<file path="src/verilog/bsl_pkg.sv">
// bsl_pkg: constants, register map and carrier types of the backup status sideband block
package bsl_pkg;
    // clock and time base
    localparam int CLK_PERIOD_NS = 10;
    localparam int MS_NS = 1000000;
    localparam int CYC_PER_MS = MS_NS / CLK_PERIOD_NS;
    // blink figures in milliseconds
    localparam int FAST_ON_MS = 100;
    localparam int FAST_OFF_MS = 200;
    localparam int SLOW_PERIOD_MS = 15000;
    localparam int SLOW_ON_MS = 100;
    localparam int BLINK_W = 14;
    // smbus quarter bit time, 100 kHz bus
    localparam int SMB_QUARTER_NS = 2500;
    localparam int SMB_QUARTER_CYC = SMB_QUARTER_NS / CLK_PERIOD_NS;
    localparam logic [3:0] SMB_ACK_BIT = 4'h8;
    // register offsets
    localparam logic [7:0] OFS_USER_IND = 8'h11;
    localparam logic [7:0] OFS_CTRL = 8'h12;
    localparam logic [7:0] OFS_STATUS = 8'h13;
    localparam logic [7:0] OFS_INT_STAT = 8'h14;
    localparam logic [7:0] OFS_INT_MASK = 8'h15;
    localparam logic [7:0] OFS_SMB_ADDR = 8'h16;
    localparam logic [7:0] OFS_SMB_TX = 8'h17;
    localparam logic [7:0] OFS_SMB_RX = 8'h18;
    localparam logic [7:0] OFS_SMB_GO = 8'h19;
    // values
    localparam logic [7:0] USER_IND_ON = 8'h01;
    localparam logic [7:0] USER_IND_OFF = 8'h00;
    localparam logic [7:0] USER_IND_RESET = 8'h00;
    localparam logic [7:0] ZERO8 = 8'h00;
    // control bits
    localparam int CTRL_DISCHARGE = 0;
    localparam int CTRL_PFAIL_SAVE = 1;
    // status bits
    localparam int ST_PRESENT = 0;
    localparam int ST_PFAIL = 1;
    localparam int ST_SMB_BUSY = 2;
    localparam int ST_SMB_NACK = 3;
    // event bits
    localparam int EV_PFAIL = 0;
    localparam int EV_PRESENT = 1;
    localparam int EV_SMB_DONE = 2;
    localparam int EV_W = 3;
    // register port request
    typedef struct packed {
        logic [7:0] addr;
        logic [7:0] wdata;
        logic wr;
        logic rd;
    } bsl_reg_req_t;
    // smbus transfer request
    typedef struct packed {
        logic [6:0] slave;
        logic readNotWrite;
        logic [7:0] txData;
    } bsl_smb_req_t;
endpackage

</file>
<file path="src/verilog/bsl_smb_master.sv">
// bsl_smb_master: one-byte smbus master toward the energy module
`timescale 1ns/1ps
module bsl_smb_master #(
    parameter int QUARTER_CYC = bsl_pkg::SMB_QUARTER_CYC
) (
    // clock and reset
    input wire logic clk,
    input wire logic nrst,
    // request side
    input wire logic go,
    input wire bsl_pkg::bsl_smb_req_t req,
    output logic busy,
    output logic done,
    output logic [7:0] rxData,
    output logic nack,
    // bus pins
    output logic scl,
    input wire logic sdaIn,
    output logic sdaOut,
    output logic sdaOe
);
    typedef enum logic [1:0] {S_IDLE, S_START, S_BIT, S_STOP} bsl_smb_state_t;
    localparam int QW = $clog2(QUARTER_CYC + 1);
    localparam logic [QW-1:0] QLAST = QW'(QUARTER_CYC - 1);

    bsl_smb_state_t state_q;
    logic [QW-1:0] qCnt_q; // quarter bit divider
    logic [1:0] phase_q;
    logic [3:0] bitIdx_q;
    logic byteIdx_q; // 0 address byte, 1 data byte
    logic rw_q;
    logic [7:0] shift_q, tx_q;
    logic sclQ, sdaLow_q;
    logic sdaMeta_q, sdaSync_q; // pin synchroniser

    wire qTick = (state_q != S_IDLE) && (qCnt_q == QLAST);
    wire ackBit = (bitIdx_q == bsl_pkg::SMB_ACK_BIT);
    // the slave drives the data byte of a read, and the master nacks it
    wire release_w = ackBit || (byteIdx_q && rw_q);
    wire ackChecked = !(byteIdx_q && rw_q);

    assign busy = (state_q != S_IDLE);
    assign scl = sclQ;
    assign sdaOut = 1'b0; // open drain: only ever pulls low
    assign sdaOe = sdaLow_q;

    // two flops before the data line is looked at
    always_ff @(posedge clk or negedge nrst) begin
        if (!nrst) begin
            sdaMeta_q <= 1'b1;
            sdaSync_q <= 1'b1;
        end else begin
            sdaMeta_q <= sdaIn;
            sdaSync_q <= sdaMeta_q;
        end
    end

    // quarter divider runs only during a transfer
    always_ff @(posedge clk or negedge nrst) begin
        if (!nrst) qCnt_q <= '0;
        else if (!busy || qTick) qCnt_q <= '0;
        else qCnt_q <= qCnt_q + 1'b1;
    end

    // bit sequencer: start, address, data, stop
    always_ff @(posedge clk or negedge nrst) begin
        if (!nrst) begin
            state_q <= S_IDLE;
            phase_q <= '0;
            bitIdx_q <= '0;
            byteIdx_q <= 1'b0;
            rw_q <= 1'b0;
            shift_q <= '0;
            tx_q <= '0;
            sclQ <= 1'b1;
            sdaLow_q <= 1'b0;
            rxData <= '0;
            nack <= 1'b0;
            done <= 1'b0;
        end else begin
            done <= 1'b0;
            if (state_q == S_IDLE) begin
                if (go) begin
                    state_q <= S_START;
                    phase_q <= '0;
                    bitIdx_q <= '0;
                    byteIdx_q <= 1'b0;
                    rw_q <= req.readNotWrite;
                    shift_q <= {req.slave, req.readNotWrite};
                    tx_q <= req.txData;
                    nack <= 1'b0;
                end
            end else if (qTick) begin
                phase_q <= phase_q + 1'b1;
                unique case (state_q)
                    S_START: begin
                        // data falls while the clock is high
                        if (phase_q == 2'd0) sdaLow_q <= 1'b1;
                        else if (phase_q == 2'd1) begin
                            sclQ <= 1'b0;
                            state_q <= S_BIT;
                            phase_q <= '0;
                        end
                    end
                    S_BIT: begin
                        unique case (phase_q)
                            2'd0: sdaLow_q <= !release_w && !shift_q[7];
                            2'd1: sclQ <= 1'b1;
                            2'd2: begin
                                if (!ackBit) shift_q <= {shift_q[6:0], sdaSync_q};
                                else if (ackChecked && sdaSync_q) nack <= 1'b1;
                            end
                            2'd3: begin
                                sclQ <= 1'b0;
                                if (!ackBit) bitIdx_q <= bitIdx_q + 1'b1;
                                else if (!byteIdx_q && !nack) begin
                                    byteIdx_q <= 1'b1;
                                    bitIdx_q <= '0;
                                    shift_q <= rw_q ? 8'hff : tx_q;
                                end else begin
                                    if (rw_q && byteIdx_q) rxData <= shift_q;
                                    state_q <= S_STOP;
                                end
                            end
                        endcase
                    end
                    S_STOP: begin
                        // data rises while the clock is high
                        unique case (phase_q)
                            2'd0: sdaLow_q <= 1'b1;
                            2'd1: sclQ <= 1'b1;
                            2'd2: sdaLow_q <= 1'b0;
                            2'd3: begin
                                state_q <= S_IDLE;
                                done <= 1'b1;
                            end
                        endcase
                    end
                    default: state_q <= S_IDLE;
                endcase
            end
        end
    end
endmodule

</file>
<file path="src/verilog/bsl_sideband.sv">
// bsl_sideband: indicators, energy module sideband pins and register port
// Contract
// - green indicator lit while controller powered
// - save or restore: blue 100ms on, 200ms off
// - operational: slow blue blink every 15 seconds
// - amber follows writes of 0x01 and 0x00
// - reads return stored register, not driver
// - discharge command pulls present line low
// - low present line means module connected
// - power-fail assertion may start backup save
// - device is smbus master toward module
`timescale 1ns/1ps
module bsl_sideband #(
    parameter int CYC_PER_MS = bsl_pkg::CYC_PER_MS,
    parameter int SMB_QUARTER_CYC = bsl_pkg::SMB_QUARTER_CYC
) (
    // clock and reset
    input wire logic clk,
    input wire logic nrst,
    // register port
    input wire bsl_pkg::bsl_reg_req_t regReq,
    output logic [7:0] regRdata,
    // controller state, same clock
    input wire logic saveActive,
    input wire logic restoreActive,
    input wire logic fwLoaded,
    // indicators, save request and interrupt
    output logic powerIndicator,
    output logic activityIndicator,
    output logic userIndicator,
    output logic powerLossBackupSave,
    output logic irq,
    // energy module pins
    output logic capSmbClock,
    input wire logic capSmbDataIn,
    output logic capSmbDataOut,
    output logic capSmbDataOe,
    input wire logic presentIn,
    output logic presentOut,
    output logic presentOe,
    input wire logic powerFailN
);
    localparam int MSW = $clog2(CYC_PER_MS + 1);
    localparam logic [MSW-1:0] MS_LAST = MSW'(CYC_PER_MS - 1);
    localparam logic [bsl_pkg::BLINK_W-1:0] FAST_ON =
        bsl_pkg::BLINK_W'(bsl_pkg::FAST_ON_MS);
    localparam logic [bsl_pkg::BLINK_W-1:0] FAST_PER =
        bsl_pkg::BLINK_W'(bsl_pkg::FAST_ON_MS + bsl_pkg::FAST_OFF_MS);
    localparam logic [bsl_pkg::BLINK_W-1:0] SLOW_ON =
        bsl_pkg::BLINK_W'(bsl_pkg::SLOW_ON_MS);
    localparam logic [bsl_pkg::BLINK_W-1:0] SLOW_PER =
        bsl_pkg::BLINK_W'(bsl_pkg::SLOW_PERIOD_MS);

    // registers written by software
    logic [7:0] userCtl_q; // amber indicator storage
    logic [7:0] ctrl_q; // discharge and save enable
    logic [7:0] smbAddr_q, smbTx_q;
    logic [bsl_pkg::EV_W-1:0] intStat_q, intMask_q;
    // pin synchronisers
    logic pfMeta_q, pfSync_q, pfPrev_q;
    logic prMeta_q, prSync_q;
    logic present_q; // latest connected reading
    // blink timing
    logic [MSW-1:0] msCnt_q;
    logic [bsl_pkg::BLINK_W-1:0] blinkMs_q;
    logic busyPrev_q;
    // smbus master results
    logic smbBusy, smbDone, smbNack;
    logic [7:0] smbRx;

    // address decode
    wire wrUser = regReq.wr && (regReq.addr == bsl_pkg::OFS_USER_IND);
    wire wrCtrl = regReq.wr && (regReq.addr == bsl_pkg::OFS_CTRL);
    wire wrIntStat = regReq.wr && (regReq.addr == bsl_pkg::OFS_INT_STAT);
    wire wrIntMask = regReq.wr && (regReq.addr == bsl_pkg::OFS_INT_MASK);
    wire wrSmbAddr = regReq.wr && (regReq.addr == bsl_pkg::OFS_SMB_ADDR);
    wire wrSmbTx = regReq.wr && (regReq.addr == bsl_pkg::OFS_SMB_TX);
    wire wrSmbGo = regReq.wr && (regReq.addr == bsl_pkg::OFS_SMB_GO);
    // a go while a transfer runs is dropped
    wire smbGo = wrSmbGo && regReq.wdata[0] && !smbBusy;

    // control decode
    wire discharge = ctrl_q[bsl_pkg::CTRL_DISCHARGE];
    wire pfailSaveEn = ctrl_q[bsl_pkg::CTRL_PFAIL_SAVE];
    wire pfailFall = pfPrev_q && !pfSync_q;
    wire presentNow = !prSync_q;
    wire presentChg = !discharge && (presentNow != present_q);
    wire msTick = (msCnt_q == MS_LAST);
    wire opBusy = saveActive || restoreActive;
    wire [bsl_pkg::BLINK_W-1:0] blinkPer = opBusy ? FAST_PER : SLOW_PER;
    wire [bsl_pkg::BLINK_W-1:0] blinkOn = opBusy ? FAST_ON : SLOW_ON;
    wire blinkWrap = msTick && (blinkMs_q == blinkPer - 1'b1);

    // event sources for the sticky status bits
    wire [bsl_pkg::EV_W-1:0] events = {smbDone, presentChg, pfailFall};
    wire [7:0] statusWord = {4'h0, smbNack, smbBusy, !pfSync_q, present_q};

    // read mux
    logic [7:0] rdMux;
    always_comb begin
        unique case (regReq.addr)
            bsl_pkg::OFS_USER_IND: rdMux = userCtl_q;
            bsl_pkg::OFS_CTRL: rdMux = ctrl_q;
            bsl_pkg::OFS_STATUS: rdMux = statusWord;
            bsl_pkg::OFS_INT_STAT: rdMux = {5'h00, intStat_q};
            bsl_pkg::OFS_INT_MASK: rdMux = {5'h00, intMask_q};
            bsl_pkg::OFS_SMB_ADDR: rdMux = smbAddr_q;
            bsl_pkg::OFS_SMB_TX: rdMux = smbTx_q;
            bsl_pkg::OFS_SMB_RX: rdMux = smbRx;
            default: rdMux = bsl_pkg::ZERO8; // unmapped reads zero
        endcase
    end

    // read data stands only in the cycle after the strobe
    always_ff @(posedge clk or negedge nrst) begin
        if (!nrst) regRdata <= bsl_pkg::ZERO8;
        else regRdata <= regReq.rd ? rdMux : bsl_pkg::ZERO8;
    end

    // software registers; amber starts dark
    always_ff @(posedge clk or negedge nrst) begin
        if (!nrst) begin
            userCtl_q <= bsl_pkg::USER_IND_RESET;
            ctrl_q <= bsl_pkg::ZERO8;
            smbAddr_q <= bsl_pkg::ZERO8;
            smbTx_q <= bsl_pkg::ZERO8;
            intMask_q <= '0;
        end else begin
            if (wrUser) userCtl_q <= regReq.wdata;
            if (wrCtrl) ctrl_q <= regReq.wdata;
            if (wrSmbAddr) smbAddr_q <= regReq.wdata;
            if (wrSmbTx) smbTx_q <= regReq.wdata;
            if (wrIntMask) intMask_q <= regReq.wdata[bsl_pkg::EV_W-1:0];
        end
    end

    // sticky events, write one to clear; a new event beats the clear
    always_ff @(posedge clk or negedge nrst) begin
        if (!nrst) intStat_q <= '0;
        else if (wrIntStat) intStat_q <= (intStat_q & ~regReq.wdata[bsl_pkg::EV_W-1:0]) | events;
        else intStat_q <= intStat_q | events;
    end

    assign irq = |(intStat_q & intMask_q);

    // power-fail and present pins pass two flops first
    always_ff @(posedge clk or negedge nrst) begin
        if (!nrst) begin
            pfMeta_q <= 1'b1;
            pfSync_q <= 1'b1;
            pfPrev_q <= 1'b1;
            prMeta_q <= 1'b1;
            prSync_q <= 1'b1;
        end else begin
            pfMeta_q <= powerFailN;
            pfSync_q <= pfMeta_q;
            pfPrev_q <= pfSync_q;
            prMeta_q <= presentIn;
            prSync_q <= prMeta_q;
        end
    end

    // presence is frozen while we pull the line low ourselves
    always_ff @(posedge clk or negedge nrst) begin
        if (!nrst) present_q <= 1'b0;
        else if (!discharge) present_q <= presentNow;
    end

    // open-drain discharge command
    assign presentOut = 1'b0;
    assign presentOe = discharge;

    // power-fail assertion raises a one-cycle save request when enabled
    always_ff @(posedge clk or negedge nrst) begin
        if (!nrst) powerLossBackupSave <= 1'b0;
        else powerLossBackupSave <= pfailFall && pfailSaveEn;
    end

    // millisecond enable divider
    always_ff @(posedge clk or negedge nrst) begin
        if (!nrst) msCnt_q <= '0;
        else if (msTick) msCnt_q <= '0;
        else msCnt_q <= msCnt_q + 1'b1;
    end

    // blink phase restarts whenever the mode flips, so a save shows at once
    always_ff @(posedge clk or negedge nrst) begin
        if (!nrst) begin
            blinkMs_q <= '0;
            busyPrev_q <= 1'b0;
        end else begin
            busyPrev_q <= opBusy;
            if (opBusy != busyPrev_q) blinkMs_q <= '0;
            else if (blinkWrap) blinkMs_q <= '0;
            else if (msTick) blinkMs_q <= blinkMs_q + 1'b1;
        end
    end

    // indicator outputs come from flops
    always_ff @(posedge clk or negedge nrst) begin
        if (!nrst) begin
            powerIndicator <= 1'b0;
            activityIndicator <= 1'b0;
            userIndicator <= 1'b0;
        end else begin
            powerIndicator <= 1'b1;
            // dark when neither busy nor loaded
            activityIndicator <= (opBusy || fwLoaded) && (blinkMs_q < blinkOn);
            userIndicator <= userCtl_q[0];
        end
    end

    // smbus master toward the energy module
    bsl_smb_master #(.QUARTER_CYC(SMB_QUARTER_CYC)) bsl_smb_master_i (
        .clk(clk),
        .nrst(nrst),
        .go(smbGo),
        .req({smbAddr_q[6:0], smbAddr_q[7], smbTx_q}),
        .busy(smbBusy),
        .done(smbDone),
        .rxData(smbRx),
        .nack(smbNack),
        .scl(capSmbClock),
        .sdaIn(capSmbDataIn),
        .sdaOut(capSmbDataOut),
        .sdaOe(capSmbDataOe)
    );
endmodule

</file>
<file path="config.mk">
export PLATFORM = sky130hd
export DESIGN_NAME = bsl_sideband
export DESIGN_NICKNAME = d
export VERILOG_FILES = /design/src/verilog/bsl_pkg.sv /design/src/verilog/bsl_smb_master.sv /design/src/verilog/bsl_sideband.sv
export SDC_FILE = /design/constraint.sdc
export NUM_CORES = 1
export LEC_CHECK = 0
export ABC_AREA = 1
export BUFFER_PORTS_ARGS = -buffer_cell sky130_fd_sc_hd__buf_2
export CAP_MARGIN = 20
export CORE_MARGIN = 8
export CORE_UTILIZATION = 55
export CTS_CLUSTER_SIZE = 25
export DETAILED_ROUTE_END_ITERATION = 12
export PLACE_DENSITY_LB_ADDON = 0.08
export SYNTH_ARGS = -nofsm -noshare
export SYNTH_HDL_FRONTEND = slang
export SYNTH_SLANG_ARGS = --single-unit
</file>
<file path="constraint.sdc">
create_clock -name clk -period 1.7 [get_ports clk]
set_clock_uncertainty 0.15 [all_clocks]
set_input_delay 0.085 -clock clk [delete_from_list [all_inputs] [get_ports clk]]
set_output_delay 0.085 -clock clk [all_outputs]
set_load 0.05 [all_outputs]
</file>
# Word level (Yosys, flattened, before mapping)
# Index checks and enable logic that the tools add are counted.
[word_totals] input_bits=26 output_inout_bits=18 reg_bits=136 word_cells=211
[op_classes] n_lt_le_gt_ge=1 n_reduce_logical=56 bitwise_logic=7 n_eq_ne=39 n_mux=67 n_addsub=6
[op_table] op="8-bit two-way mux" n=10
[op_table] op="8-bit by 5-bit equality test with 1-bit output (second input constant)" n=9
[op_table] op="8-bit case mux with 8 select lines" n=1
[op_table] op="14-bit two-way mux" n=4
[op_table] op="2-bit two-way mux" n=15
[op_table] op="4-bit two-way mux" n=7
[op_table] op="1-bit two-way mux" n=22
[op_table] op="3-bit by 1-bit inequality test with 1-bit output (second input constant)" n=7
[op_table] op="7-bit AND reduction" n=3
[op_table] op="1-bit logical AND" n=19
[op_table] op="6-bit AND reduction" n=3
[op_table] op="17-bit by 1-bit adder with 17-bit output (second input constant)" n=1
[op_table] op="17-bit equality test (second input constant)" n=1
[op_table] op="17-bit two-way mux" n=1
[op_table] op="8-bit case mux with 2 select lines" n=1
[op_table] op="2-bit nonzero test" n=8
[op_table] op="14-bit by 1-bit adder with 14-bit output (second input constant)" n=1
[op_table] op="14-bit equality test" n=1
[op_table] op="14-bit by 7-bit < comparator with 1-bit output (second input constant)" n=1
[op_table] op="14-bit by 1-bit subtractor with 14-bit output (second input constant)" n=1
[op_table] op="2-bit by 1-bit inequality test with 1-bit output (second input constant)" n=5
[op_table] op="1-bit logical NOT" n=9
[op_table] op="3-bit by 2-bit inequality test with 1-bit output (second input constant)" n=3
[op_table] op="3-bit nonzero test" n=3
[op_table] op="other kinds (24)" n=40

# Longest topological paths before layout
# Gate-level depths: netlist of the first run.
[depth] depth_word=9 ltp_mapped=11 depth_no_buf=11

# By module
# From an unflattened synthesis of the first run, not the netlist that was laid out.
[hier_totals] cells_unflattened=893 hier_area_um2=7285.7
[modules_own_cells] mod="bsl_sideband" seq_area_each_um2=2208.4 area_each_um2=4600.7 cells_each=570 instances=1
[modules_own_cells] mod="bsl_smb_master" seq_area_each_um2=1204.9 area_each_um2=2685.1 cells_each=323 instances=1

# Least setup slack after synthesis of the first run
# OpenSTA, ideal clock, no wires.
[synth_timing] kind="flip-flop to flip-flop" startpoint="register bsl_smb_master_i.state_q[0]" endpoint="register bsl_smb_master_i.bitIdx_q[0]" setup_slack_ns=-0.075 synth_period_minus_slack_ns=1.775 required_ns=1.433 stages_incl_launch_ff=9 t_arrival_ns=1.508 path_buffers=1 setup_time_ns=0.117 cell_sequence="dfrtp_1 > inv_1 > ha_1 > buf_2 > a21oi_1 > a21oi_1 > nand2_1 > o21ai_1 > inv_1"
[synth_via] elab_chain_len=5 elab_cells_between_ends=13 classes_between="3 x eq/ne; 1 x mux; 9 x reduce/logical"
[synth_rtl] element="start, declared" line_no="bsl_smb_master.sv:26" source="bsl_smb_state_t state_q;"
[synth_rtl] element="start signal, assigned" line_no="bsl_smb_master.sv:68" source="state_q <= S_IDLE;"
[synth_rtl] element="start signal, assigned" line_no="bsl_smb_master.sv:84" source="state_q <= S_START;"
[synth_rtl] element="start signal, assigned" line_no="bsl_smb_master.sv:101" source="state_q <= S_BIT;"
[synth_rtl] element="2-bit nonzero test" line_no="bsl_smb_master.sv:36, bsl_smb_master.sv:42"
[synth_rtl] element="1-bit logical NOT" line_no="bsl_sideband.sv:80" source="wire smbGo = wrSmbGo && regReq.wdata[0] && !smbBusy;"
[synth_rtl] element="1-bit logical AND" line_no="bsl_sideband.sv:80"
[synth_rtl] element="2-bit by 1-bit inequality test with 1-bit output (no source line)"
[synth_rtl] element="5-bit AND reduction (no source line)"
[synth_rtl] element="end signal, assigned" line_no="bsl_smb_master.sv:115" source="if (!ackBit) bitIdx_q <= bitIdx_q + 1'b1;"
[synth_rtl] element="end, declared" line_no="bsl_smb_master.sv:29" source="logic [3:0] bitIdx_q;"
# Several ways; a longest one is shown, not always the timed one.
# A chain may end at the register's enable or synchronous reset.

# Worst setup path in the final report of the first run
[layout_timing] startpoint="register bsl_smb_master_i.state_q[0]" endpoint="register bsl_smb_master_i.shift_q[0]"
[layout_via] elab_chain_len=5 elab_cells_between_ends=15 classes_between="5 x eq/ne; 1 x mux; 9 x reduce/logical"
[layout_rtl] element="2-bit nonzero test" line_no="bsl_smb_master.sv:36, bsl_smb_master.sv:42"
[layout_rtl] element="1-bit logical NOT" line_no="bsl_sideband.sv:80"
[layout_rtl] element="1-bit logical AND" line_no="bsl_sideband.sv:80"
[layout_rtl] element="2-bit by 1-bit inequality test with 1-bit output (no source line)"
[layout_rtl] element="7-bit AND reduction (no source line)"
[layout_rtl] element="end signal, assigned" line_no="bsl_smb_master.sv:89" source="shift_q <= {req.slave, req.readNotWrite};"
[layout_rtl] element="end signal, assigned" line_no="bsl_smb_master.sv:110" source="if (!ackBit) shift_q <= {shift_q[6:0], sdaSync_q};"
[layout_rtl] element="end signal, assigned" line_no="bsl_smb_master.sv:119" source="shift_q <= rw_q ? 8'hff : tx_q;"
[layout_rtl] element="end, declared" line_no="bsl_smb_master.sv:32" source="logic [7:0] shift_q, tx_q;"
# Several ways; a longest one is shown, not always the timed one.

==> results of run 1 <==
-- area by class of cell --
class | instances | area [sq um] | area share [%]
clock buffer | 21 | 480 | 5.15
clock inverter | 11 | 121 | 1.30
inverter | 122 | 460 | 4.94
multi-input combinational | 643 | 3490 | 37.4
sequential | 136 | 3420 | 36.6
tap | 172 | 215 | 2.31
timing repair buffer | 141 | 1140 | 12.3
-- repair_timing --
action / CTS / global route
pin swaps: 3 / 27
gates cloned: 1 / 4
endpoints found under the setup margin: 30 / 59
buffers inserted: 2 / 9
hold endpoints to repair: 183 / 0
hold buffers: 17 / 0
resized for setup: 11 / 107
-- worst paths after layout --
check / startpoint / endpoint / slack, ps / depth (start not counted)
max: bsl_smb_master_i.state_q[0] / bsl_smb_master_i.shift_q[0] / -30 / 10
min: nrst / bsl_smb_master_i.shift_q[7] / 10 / 2
min reg2reg: bsl_smb_master_i.sdaMeta_q / bsl_smb_master_i.sdaSync_q / 210 / 0
min in group clk: restoreActive / blinkMs_q[6] / 90 / 5
max in group asynchronous: nrst / msCnt_q[5] / 760 / 3
max reg2reg: bsl_smb_master_i.state_q[0] / bsl_smb_master_i.shift_q[0] / -30 / 10
-- per-stage QoR --
step	TNS, ps	std cells	total power, mW	hold slack, ps	utilization (%)
after floorplan	-39.0	916	3.68	-361	-
after global placement	-265	1181	3.92	-85.8	63.4
after detailed placement	-969	1181	3.92	-97.1	63.4
after CTS	-489	1233	7.66	29.1	70.0
after global routing	-3710	1246	7.96	49.0	74.2
final	-40.6	1246	7.69	13.8	74.2
-- power by group through the flow --
stage               sequential [mW]  combinational (mW)  clock [mW]
finish                         3.37               0.602        3.72
global route                   3.38               0.669        3.91
CTS                            3.37               0.539        3.75
detailed placement             3.42               0.496           0
global placement               3.42               0.492           0
floorplan                      3.43               0.251           0
-- logic make-up after synthesis --
| family | share of synthesized area [%] |
|---|---|
| buffers and inverters | 7.96 |
| xor gates and xnor gates | 1.39 |
| AOI/OAI and AO/OA | 9.94 |
| and+or+nand+nor | 29.2 |
| adders and majority gates | 2.67 |
| DFF | 48.6 |
| other | 0.107 |
| muxes | 0.143 |
-- layer usage --
| layer | vias up | wire length, um | part of all wire, % | track usage [%] |
|---|---|---|---|---|
| li1 | 3240 | - | - | - |
| met1 | 3045 | 8000 | 44 | 28.2 |
| met3 | 29 | 852 | 4.7 | 5.50 |
| met2 | 165 | 9140 | 50 | 36.5 |
| met5 | - | 0 | 0 | 0 |
| met4 | 0 | 305 | 1.7 | 6.91 |
-- registers in the layout, summed over array words and instances (netlist names), 2 cells and up --
| signal | flops |
|---|---|
| msCnt_q | 17 |
| blinkMs_q | 14 |
| bsl_smb_master_i.qCnt_q | 8 |
| bsl_smb_master_i.rxData | 8 |
| bsl_smb_master_i.shift_q | 8 |
| bsl_smb_master_i.tx_q | 8 |
| ctrl_q | 8 |
| regRdata | 8 |
| smbAddr_q | 8 |
| smbTx_q | 8 |
| userCtl_q | 8 |
| bsl_smb_master_i.bitIdx_q | 4 |
| intMask_q | 3 |
| intStat_q | 3 |
| bsl_smb_master_i.phase_q | 2 |
| bsl_smb_master_i.state_q | 2 |
-- layout by cell type, fill, tap and decap left out, drive strengths merged, types with 5 or more instances in the layout --
cell type	count
nand2	265
dfrtp	128
buf	123
inv	121
nor2	105
o21ai	93
nand3	67
a21oi	29
nand4	22
clkbuf	22
dlygate4sd3	17
nor3	16
ha	15
xor2	9
dfstp	8
clkinv	8
o22ai	5
==> results.md, run 1 <==
* Status: finished with violations
* Failing checks: negative setup slack
* DIE WIDTH at 129 um
* Max Fanout on Critical Path at 8
* Htree depth at 4
* RSZ-0062 raised after global routing: yes
* Synth area leader: dfrtp_1
* FMAX at between 0.5 and 0.6 GHz
* Number of flops mapped to enable cells by yosys at 0
* Final setup violation count at 7
* CTS tree: yes
* Placed Area at ~0.008 sq mm
* Crit path required time at 1870 ps
* WL per Instance at around 15 um
* DRT iter0 DRCs at approximately 540
* Cell Area, Synth at 0.00702 sq mm
* Max-slew violation count at 0
* Vias in the first global route at between 6,000 and 7,000
* Synth top area cells: dfrtp_1 46%, nand2_1 14%, inv_1 6.0%
* Synth Instances at roughly 900
* Core Rows at 41
* Clk root buf: clkbuf_16
* Max-Slew Margin vs Limit at roughly two thirds
* Remaining antenna violation count at 0
* CP Class: reg2reg
* Count leader, synth: nand2_1
* Max IR drop VDD at ~0.87 mV
* Crit path max-delay family: simple AND/OR/NAND/NOR gates
* Initial antenna violation count at 0
* Layout cells sized above 1 at between 20% and 30%
* Netlist cell types at 39
* Maxcap violations at 0
* I/O Buffers at a little over 40
* Initial core utilization at a little under three fifths
* Yosys warnings at 0
* CP dominant cell by count: nand3_2
* Vias per cell at between 5 and 6
* Drt total wl at ~18,000 um
* LEAKAGE at 4.48 nW
* Total track usage at between 20% and 30%
* Final-report hold violation count at 0
* Clock Power Share at 48.3%
* Async SR Flop Fraction at 100%
* Synth top cells by count: 257 x nand2_1, 128 x dfrtp_1, 112 x inv_1
* Top-area cell type share of the netlist area at a little under half
* Switching Share at between 20% and 30%
* Die Ht at 129 um
* Slew @ Worst Pin at ~520 ps
* Final net count at roughly 1,100
* WP data arrival at ~1900 ps
* Filler Cell Count at between 900 and 1,000
* Die area at about 0.017 sq mm
* Setup crit start kind: register
* Final weighted congestion of routability-driven global placement at between 0.9 and 1
* Hold Crit Class: in2async
* CP Cell Sequence: inv_2 > ha_4 > nand3_2 > nor2_2 > nand3_2 > nand2_4 > buf_4 > nand3_1 > nand2_1 > inv_1
* Crit path buf inv count at 3
* Internal Pwr Total at between 5 and 6 mW
* Ant diodes at 0
* Post-route clock period utilization at 102%
* Flip-flop and latch count after synthesis at around 140
* Largest net degree at the start of global routing at between 40 and 50
* Clock transition at path regs at approximately 60 ps
* Clock buffer depth at 2
* GR Overflow Total at 0
* Worst path max stage delay at around 380 ps
* Final instance area at between 0.009 and 0.01 sq mm
* Crit path max-delay cell type: dfrtp_1
* CP endpoint kind: register
* Global-route wire length before repair at around 30,000 um
* DR vias at roughly 6,500
* Combinational cell fraction of total power at under 10%
* PnR worst setup slack at -29.5 ps
* Clock sink count at approximately 140
* DP Wirelength at 12,500 um
* Core Box Area at approximately 0.013 sq mm
* Setup slack at placement at -68.0 ps
* Syn_area_per_cell at ~7.7 sq um
* Insertion delay to the later sink of the worst-skew pair at around 430 ps
* Area Growth Syn to Fin at 32.8%
* Power density over the cells at 825 mW/mm^2
* Reg power frac at between 40% and 50%
* Final min period at roughly 1700 ps
* Sw power at roughly 1.8 mW
* First-pass detailed-route iteration total at 5
* Sequential share of the synthesized area at 48.6%
* Num ports at 44
* Post-synth top flop: dfrtp_1
* DRC viols at 0
* CTS Buf Count at 17
(Power assumes the default switching activity.)
==> inputs of run 2 (changes only) <==
Settings changed: ABC_AREA 1 to unset, MAX_ROUTING_LAYER set to met4.
==> results.md, run 2 <==
* Final Util at 79.5%
* Total track usage at between 20% and 30%
* Area of the multi-input gates at 0.00348 sq mm
* Final net count at around 850
* Final-report hold violation count at 0
* Largest register FFs at 17
* Max-Slew Margin vs Limit at 51.8%
* Reg power frac at a little over two fifths
* DP Wirelength at 11,600 um
* Synth top area cells: dfrtp_1 49%, mux2_2 8.7%, nand2_1 4.7%
* Reg2reg start: bsl_smb_master_i.phase_q[1]
* GR Overflow Total at 0
* Drt total wl at 18,600 um
* Filler Cell Count at 713
* Core Box Area at between 0.01 and 0.015 sq mm
* Clock Power Share at between 40% and 50%
* Sw power at roughly 1.8 mW
* Global-route wire length before repair at 29,900 um
* LEAKAGE at ~4.5 nW
* Commonest cells after routing, fill and taps aside: 128 x dfrtp_1, 113 x buf_4, 63 x nand2_1
* Die area at about 0.016 sq mm
* Crit path buf inv count at 1
* CTS tree: yes
* Final weighted congestion of routability-driven global placement at roughly 0.89
* CP endpoint kind: register
* DRT iter0 DRCs at about 460
* Area Growth Syn to Fin at 43.0%
* Num ports at 44
* DRC viols at 0
* Largest net degree at the start of global routing at 52
* CP Launch Point: bsl_smb_master_i.phase_q[1]
* Max IR drop VDD at between 1 and 1.5 mV
* Slew @ Worst Pin at ~720 ps
* Biggest register: msCnt_q
* DIE WIDTH at 126 um
* CP Cell Sequence: ha_2 > or4b_4 > mux2i_2 > a21oi_2 > nor2_4 > buf_12 > mux2_4
* Initial core utilization at about 56%
* Power density over the cells at 836 mW/mm^2
* Crit path max-delay family: simple AND/OR/NAND/NOR gates
* Final setup violation count at 57
* Biggest registers after layout: msCnt_q: 17 flops, blinkMs_q: 14 flops
* Placed cell count at between 800 and 900
* Clock transition at path regs at 60 ps
* Vias per cell at roughly 5.9
* Core Rows at 40
* Max-slew violation count at 0
* Clock buffer depth at 2
* Final Non-Filler Cells at a little under 1,000
* Synth top cells by count: 128 x dfrtp_1, 82 x nand2_1, 51 x mux2_2
* WP data arrival at between 2000 and 2500 ps
* Number of flops mapped to enable cells by yosys at 0
* Insertion delay to the later sink of the worst-skew pair at roughly 420 ps
* I/O Buffers at 41
* Ant diodes at 0
* Setup crit start kind: register
* CP Class: reg2reg
* Register Area at roughly 0.0034 sq mm
* Sequential share of the synthesized area at 51.7%
* Clk root buf: clkbuf_16
* Crit path required time at 1850 ps
* Max Fanout on Critical Path at 8
* WL per Instance at ~19 um
* Status: finished with violations
* CTS Buf Count at 17
* Tot Pwr at between 7 and 8 mW
* Internal Pwr Total at between 6 and 7 mW
* Failing checks: negative setup slack
* Commonest non-fill, non-tap cell in the layout: dfrtp_1
* Maxcap violations at 0
* R2R cell count at 7
* RSZ-0062 raised after global routing: yes
* Critical path depth in cells at 7
* Final min period at 2210 ps
* DR vias at approximately 5,700
* Worst path max stage delay at 460 ps
* Flip-flop and latch count after synthesis at around 140
* Crit path max-delay cell type: or4b_4
* Final instance area at roughly 0.0094 sq mm
* Switching Share at 23.3%
* PnR worst setup slack at -507 ps
* Hold Crit Class: in2async
* Netlist cell types at 66
* First-pass detailed-route iteration total at 7
* Setup slack at placement at -449 ps
* Synth area leader: dfrtp_1
* WHS at roughly 16 ps
* Vias in the first global route at ~6,000
* Synth Instances at ~620
* Flop-to-flop setup slack at -510 ps
* Clock sink count at about 140
* Post-synth top flop: dfrtp_1
* Placed Area at between 0.008 and 0.009 sq mm
* Syn_area_per_cell at around 11 sq um
* Remaining antenna violation count at 0
* Cell Area, Synth at approximately 0.0066 sq mm
* Async SR Flop Fraction at between 90% and 100%
* Count leader, synth: dfrtp_1
* Post-route clock period utilization at 130%
* Initial antenna violation count at 0
* Yosys warnings at 0
* Htree depth at 4
* FMAX at between 0.4 and 0.5 GHz
* Combinational cell fraction of total power at 8.3%
* Layout cells sized above 1 at between 40% and 50%
* Die Ht at between 100 and 150 um
* Setup TNS at -14,330 ps
* Top-area cell type share of the netlist area at around half
-- run 2: layout make-up --
cell class	count	share of cell area [%]
clock buffer	21	4.99
multi-input combinational	438	36.9
inverter	15	0.597
clock inverter	10	1.54
tap	147	1.95
timing repair buffer	204	17.9
sequential	136	36.2
-- run 2: kinds of logic after synthesis --
kind of cell             Yosys count  synth area share (%)
AO/OA/AOI/OAI                     85                  8.68
AND/OR/NAND/NOR                  246                  19.1
other                              2                 0.114
multiplexers                      63                  11.3
buffers and inverters             42                  2.79
XOR/XNOR                          26                  3.45
flip-flops                       136                  51.7
adder cells (fa/ha/maj)           15                  2.84
-- run 2: repair_timing --
| action | in CTS | in global routing |
|---|---|---|
| setup endpoints to repair | 69 | 72 |
| resized for setup | 59 | 58 |
| setup buffers | 10 | 19 |
| pin swaps | 27 | 37 |
| endpoints found under the hold margin | 180 | 0 |
| gates cloned | 1 | 1 |
| hold buffers | 16 | 0 |
-- run 2: final timing paths --
path	endpoint
max in group asynchronous	bsl_smb_master_i.sdaMeta_q
max reg2reg	bsl_smb_master_i.shift_q[6]
min reg2reg	pfSync_q
max	bsl_smb_master_i.shift_q[6]
min	bsl_smb_master_i.nack
min in group clk	regRdata[0]
-- run 2: worst reg2reg max path, cell delays in order (launching register included) --
cell     delay (ps)
dfrtp_1         420
ha_2            220
or4b_4          460
mux2i_2         180
a21oi_2         100
nor2_4          110
buf_12          150
mux2_4          310
-- run 2: metal layers --
layer,routed length [um],track usage [%],up-vias
met2,9800,41.5,222
li1,-,-,2612
met1,7380,26.8,2831
met5,0,-,-
met3,826,5.82,54
met4,582,10.4,0
-- run 2: power by group through the flow --
stage / logic, mW / registers [mW] / clock network (mW)
CTS: 0.618 / 3.42 / 3.85
detailed placement: 0.564 / 3.47 / 0
floorplan: 0.280 / 3.48 / 0
global placement: 0.551 / 3.47 / 0
global route: 0.712 / 3.44 / 3.98
finish: 0.653 / 3.43 / 3.81
==> inputs of run 3 (changes only) <==
Settings changed: RECOVER_POWER set to 100.
==> results.md, run 3 (synthesis results as in run 2) <==
* Final-report hold violation count at 0
* Area of the multi-input gates at roughly 0.0034 sq mm
* GRT met1 Usage at around 27%
* WP data arrival at between 2000 and 2500 ps
* CP Class: reg2reg
* Die Ht at between 100 and 150 um
* Initial antenna violation count at 0
* Met3 capacity usage during global routing at approximately 5.8%
* DRT iter0 DRCs at about 560
* GR peak layer: met2
* Hold depth at 4
* Global-route wire length before repair at about 30,000 um
* Remaining antenna violation count at 0
* Largest register FFs at 17
* Num ports at 44
* DP Wirelength at ~12,000 um
* Met2 usage at between 40% and 50%
* Hold_sp: regReq[13]
* Failing checks: negative setup slack
* Setup slack at placement at -449 ps
* RSZ-0062 raised after global routing: yes
* DRC viols at 0
* Crit path required time at 1850 ps
* Biggest registers after layout: msCnt_q: 17 flops, blinkMs_q: 14 flops
* RR Endpoint: bsl_smb_master_i.shift_q[6]
* DR vias at 5,676
* Largest net degree at the start of global routing at 52
* Setup crit start kind: register
* LEAKAGE at around 4.4 nW
* FMAX at 0.452 GHz
* CTS Buf Count at 17
* Clock sink count at between 100 and 150
* R2R cell count at 7
* Maxcap violations at 0
* Flop-to-flop setup slack at -510 ps
* Die area at 0.0158 sq mm
* Post-route clock period utilization at 130%
* Area Growth Syn to Fin at 41.3%
* CP endpoint kind: register
* Max IR drop VDD at approximately 1.1 mV
* Power density over the cells at between 800 and 900 mW/mm^2
* Clock buffer depth at 2
* Commonest non-fill, non-tap cell in the layout: dfrtp_1
* Final min period at approximately 2200 ps
* Insertion delay to the later sink of the worst-skew pair at roughly 420 ps
* Layout cells sized above 1 at a little over 40%
* Core Rows at 40
* Htree depth at 4
* Final setup violation count at between 60 and 70
* Slew @ Worst Pin at 1170 ps
* Clk root buf: clkbuf_16
* Vias per cell at between 5 and 6
* Register Area at 0.00341 sq mm
* Initial core utilization at 55.6%
* CTS tree: yes
* Max-slew violation count at 0
* Reg2reg start: bsl_smb_master_i.phase_q[1]
* Ant diodes at 0
* CP Launch Point: bsl_smb_master_i.phase_q[1]
* Core Box Area at 0.0119 sq mm
* PnR worst setup slack at -511 ps
* DIE WIDTH at 126 um
* Status: finished with violations
* Final Non-Filler Cells at between 900 and 1,000
* Worst hold endpoint: regRdata[0]
* Placed cell count at ~900
* Biggest register: msCnt_q
* Drt total wl at roughly 19,000 um
* Total track usage at around a quarter
* First-pass detailed-route iteration total at 5
* WL per Instance at 19.1 um
* Clock transition at path regs at 60 ps
* Vias in the first global route at 5,999
* Final Util at between 70 and 80%
* Commonest cells after routing, fill and taps aside: 128 x dfrtp_1, 102 x buf_4, 63 x nand2_1
* Max-Slew Margin vs Limit at between 20 and 25%
* Final weighted congestion of routability-driven global placement at 0.894
* WHS at 45.9 ps
* Filler Cell Count at roughly 750
* I/O Buffers at 41
* Hold Crit Class: in2reg
* GR Overflow Total at 0
* Max Fanout on Critical Path at 8
* Final net count at 853
[run 3: cell types whose count changed in the layout (fill, tap and decap cells not counted), moves of 2 or more]
cell,previous run,this run
clkbuf_2,0,6
buf_2,39,21
buf_6,26,24
buf_4,113,102
clkbuf_1,1,26
[run 3: power by group]
group / switching [mW] / internal, mW / leakage, nW
Combinational: 0.356 / 0.281 / 2.32
Clock: 1.39 / 2.42 / 0.295
Sequential: 0.0892 / 3.34 / 1.78
[run 3: through the flow]
step / setup TNS, ps / total power, mW / instance area, sq um
finish: -16370 / 7.88 / 9320
global route: -21310 / 8.12 / 9320
CTS: -11280 / 7.89 / 9120
detailed placement: -17710 / 4.04 / 8000
global placement: -15190 / 4.02 / 8000
floorplan: -10330 / 3.76 / 6780
[run 3: layout make-up]
type                    instances  area share (%)
repair buffers                204            17.2
multi-input cells             438            37.0
clock buffers                  21            5.05
clock inverters                10            1.56
inverters                      15           0.604
well taps                     147            1.97
flip-flops and latches        136            36.6
[run 3: timing repair]
item                       4_1_cts  5_1_grt
hold buffers                    16        0
pin swaps                       27       37
setup endpoints to repair       69       72
gates cloned                     1        1
resized for setup               59       58
hold endpoints to repair       180        0
setup buffers                   10       19
[run 3: worst max-delay path, cell delays in order, from the launching register on]
cell and delay, ps:
dfrtp_1 420, ha_2 220, or4b_4 460, mux2i_2 180
a21oi_2 100, nor2_4 110, buf_12 150, mux2_4 310
[run 3: worst max path at each step]
stage,end,slack [ps]
after CTS,bsl_smb_master_i.shift_q[4],-470
final,bsl_smb_master_i.shift_q[6],-510
after floorplan,bsl_smb_master_i.shift_q[0],-470
after global placement,bsl_smb_master_i.shift_q[7],-410
after global routing,bsl_smb_master_i.state_q[1],-590
after detailed placement,bsl_smb_master_i.shift_q[4],-450
[run 3: layer usage]
layer / routed length (um) / part of all wire [%] / vias up
met3: 806 / 4.3 / 55
met1: 7360 / 40 / 2833
li1: - / - / 2606
met5: 0 / 0 / -
met2: 9820 / 53 / 182
met4: 594 / 3.2 / 0
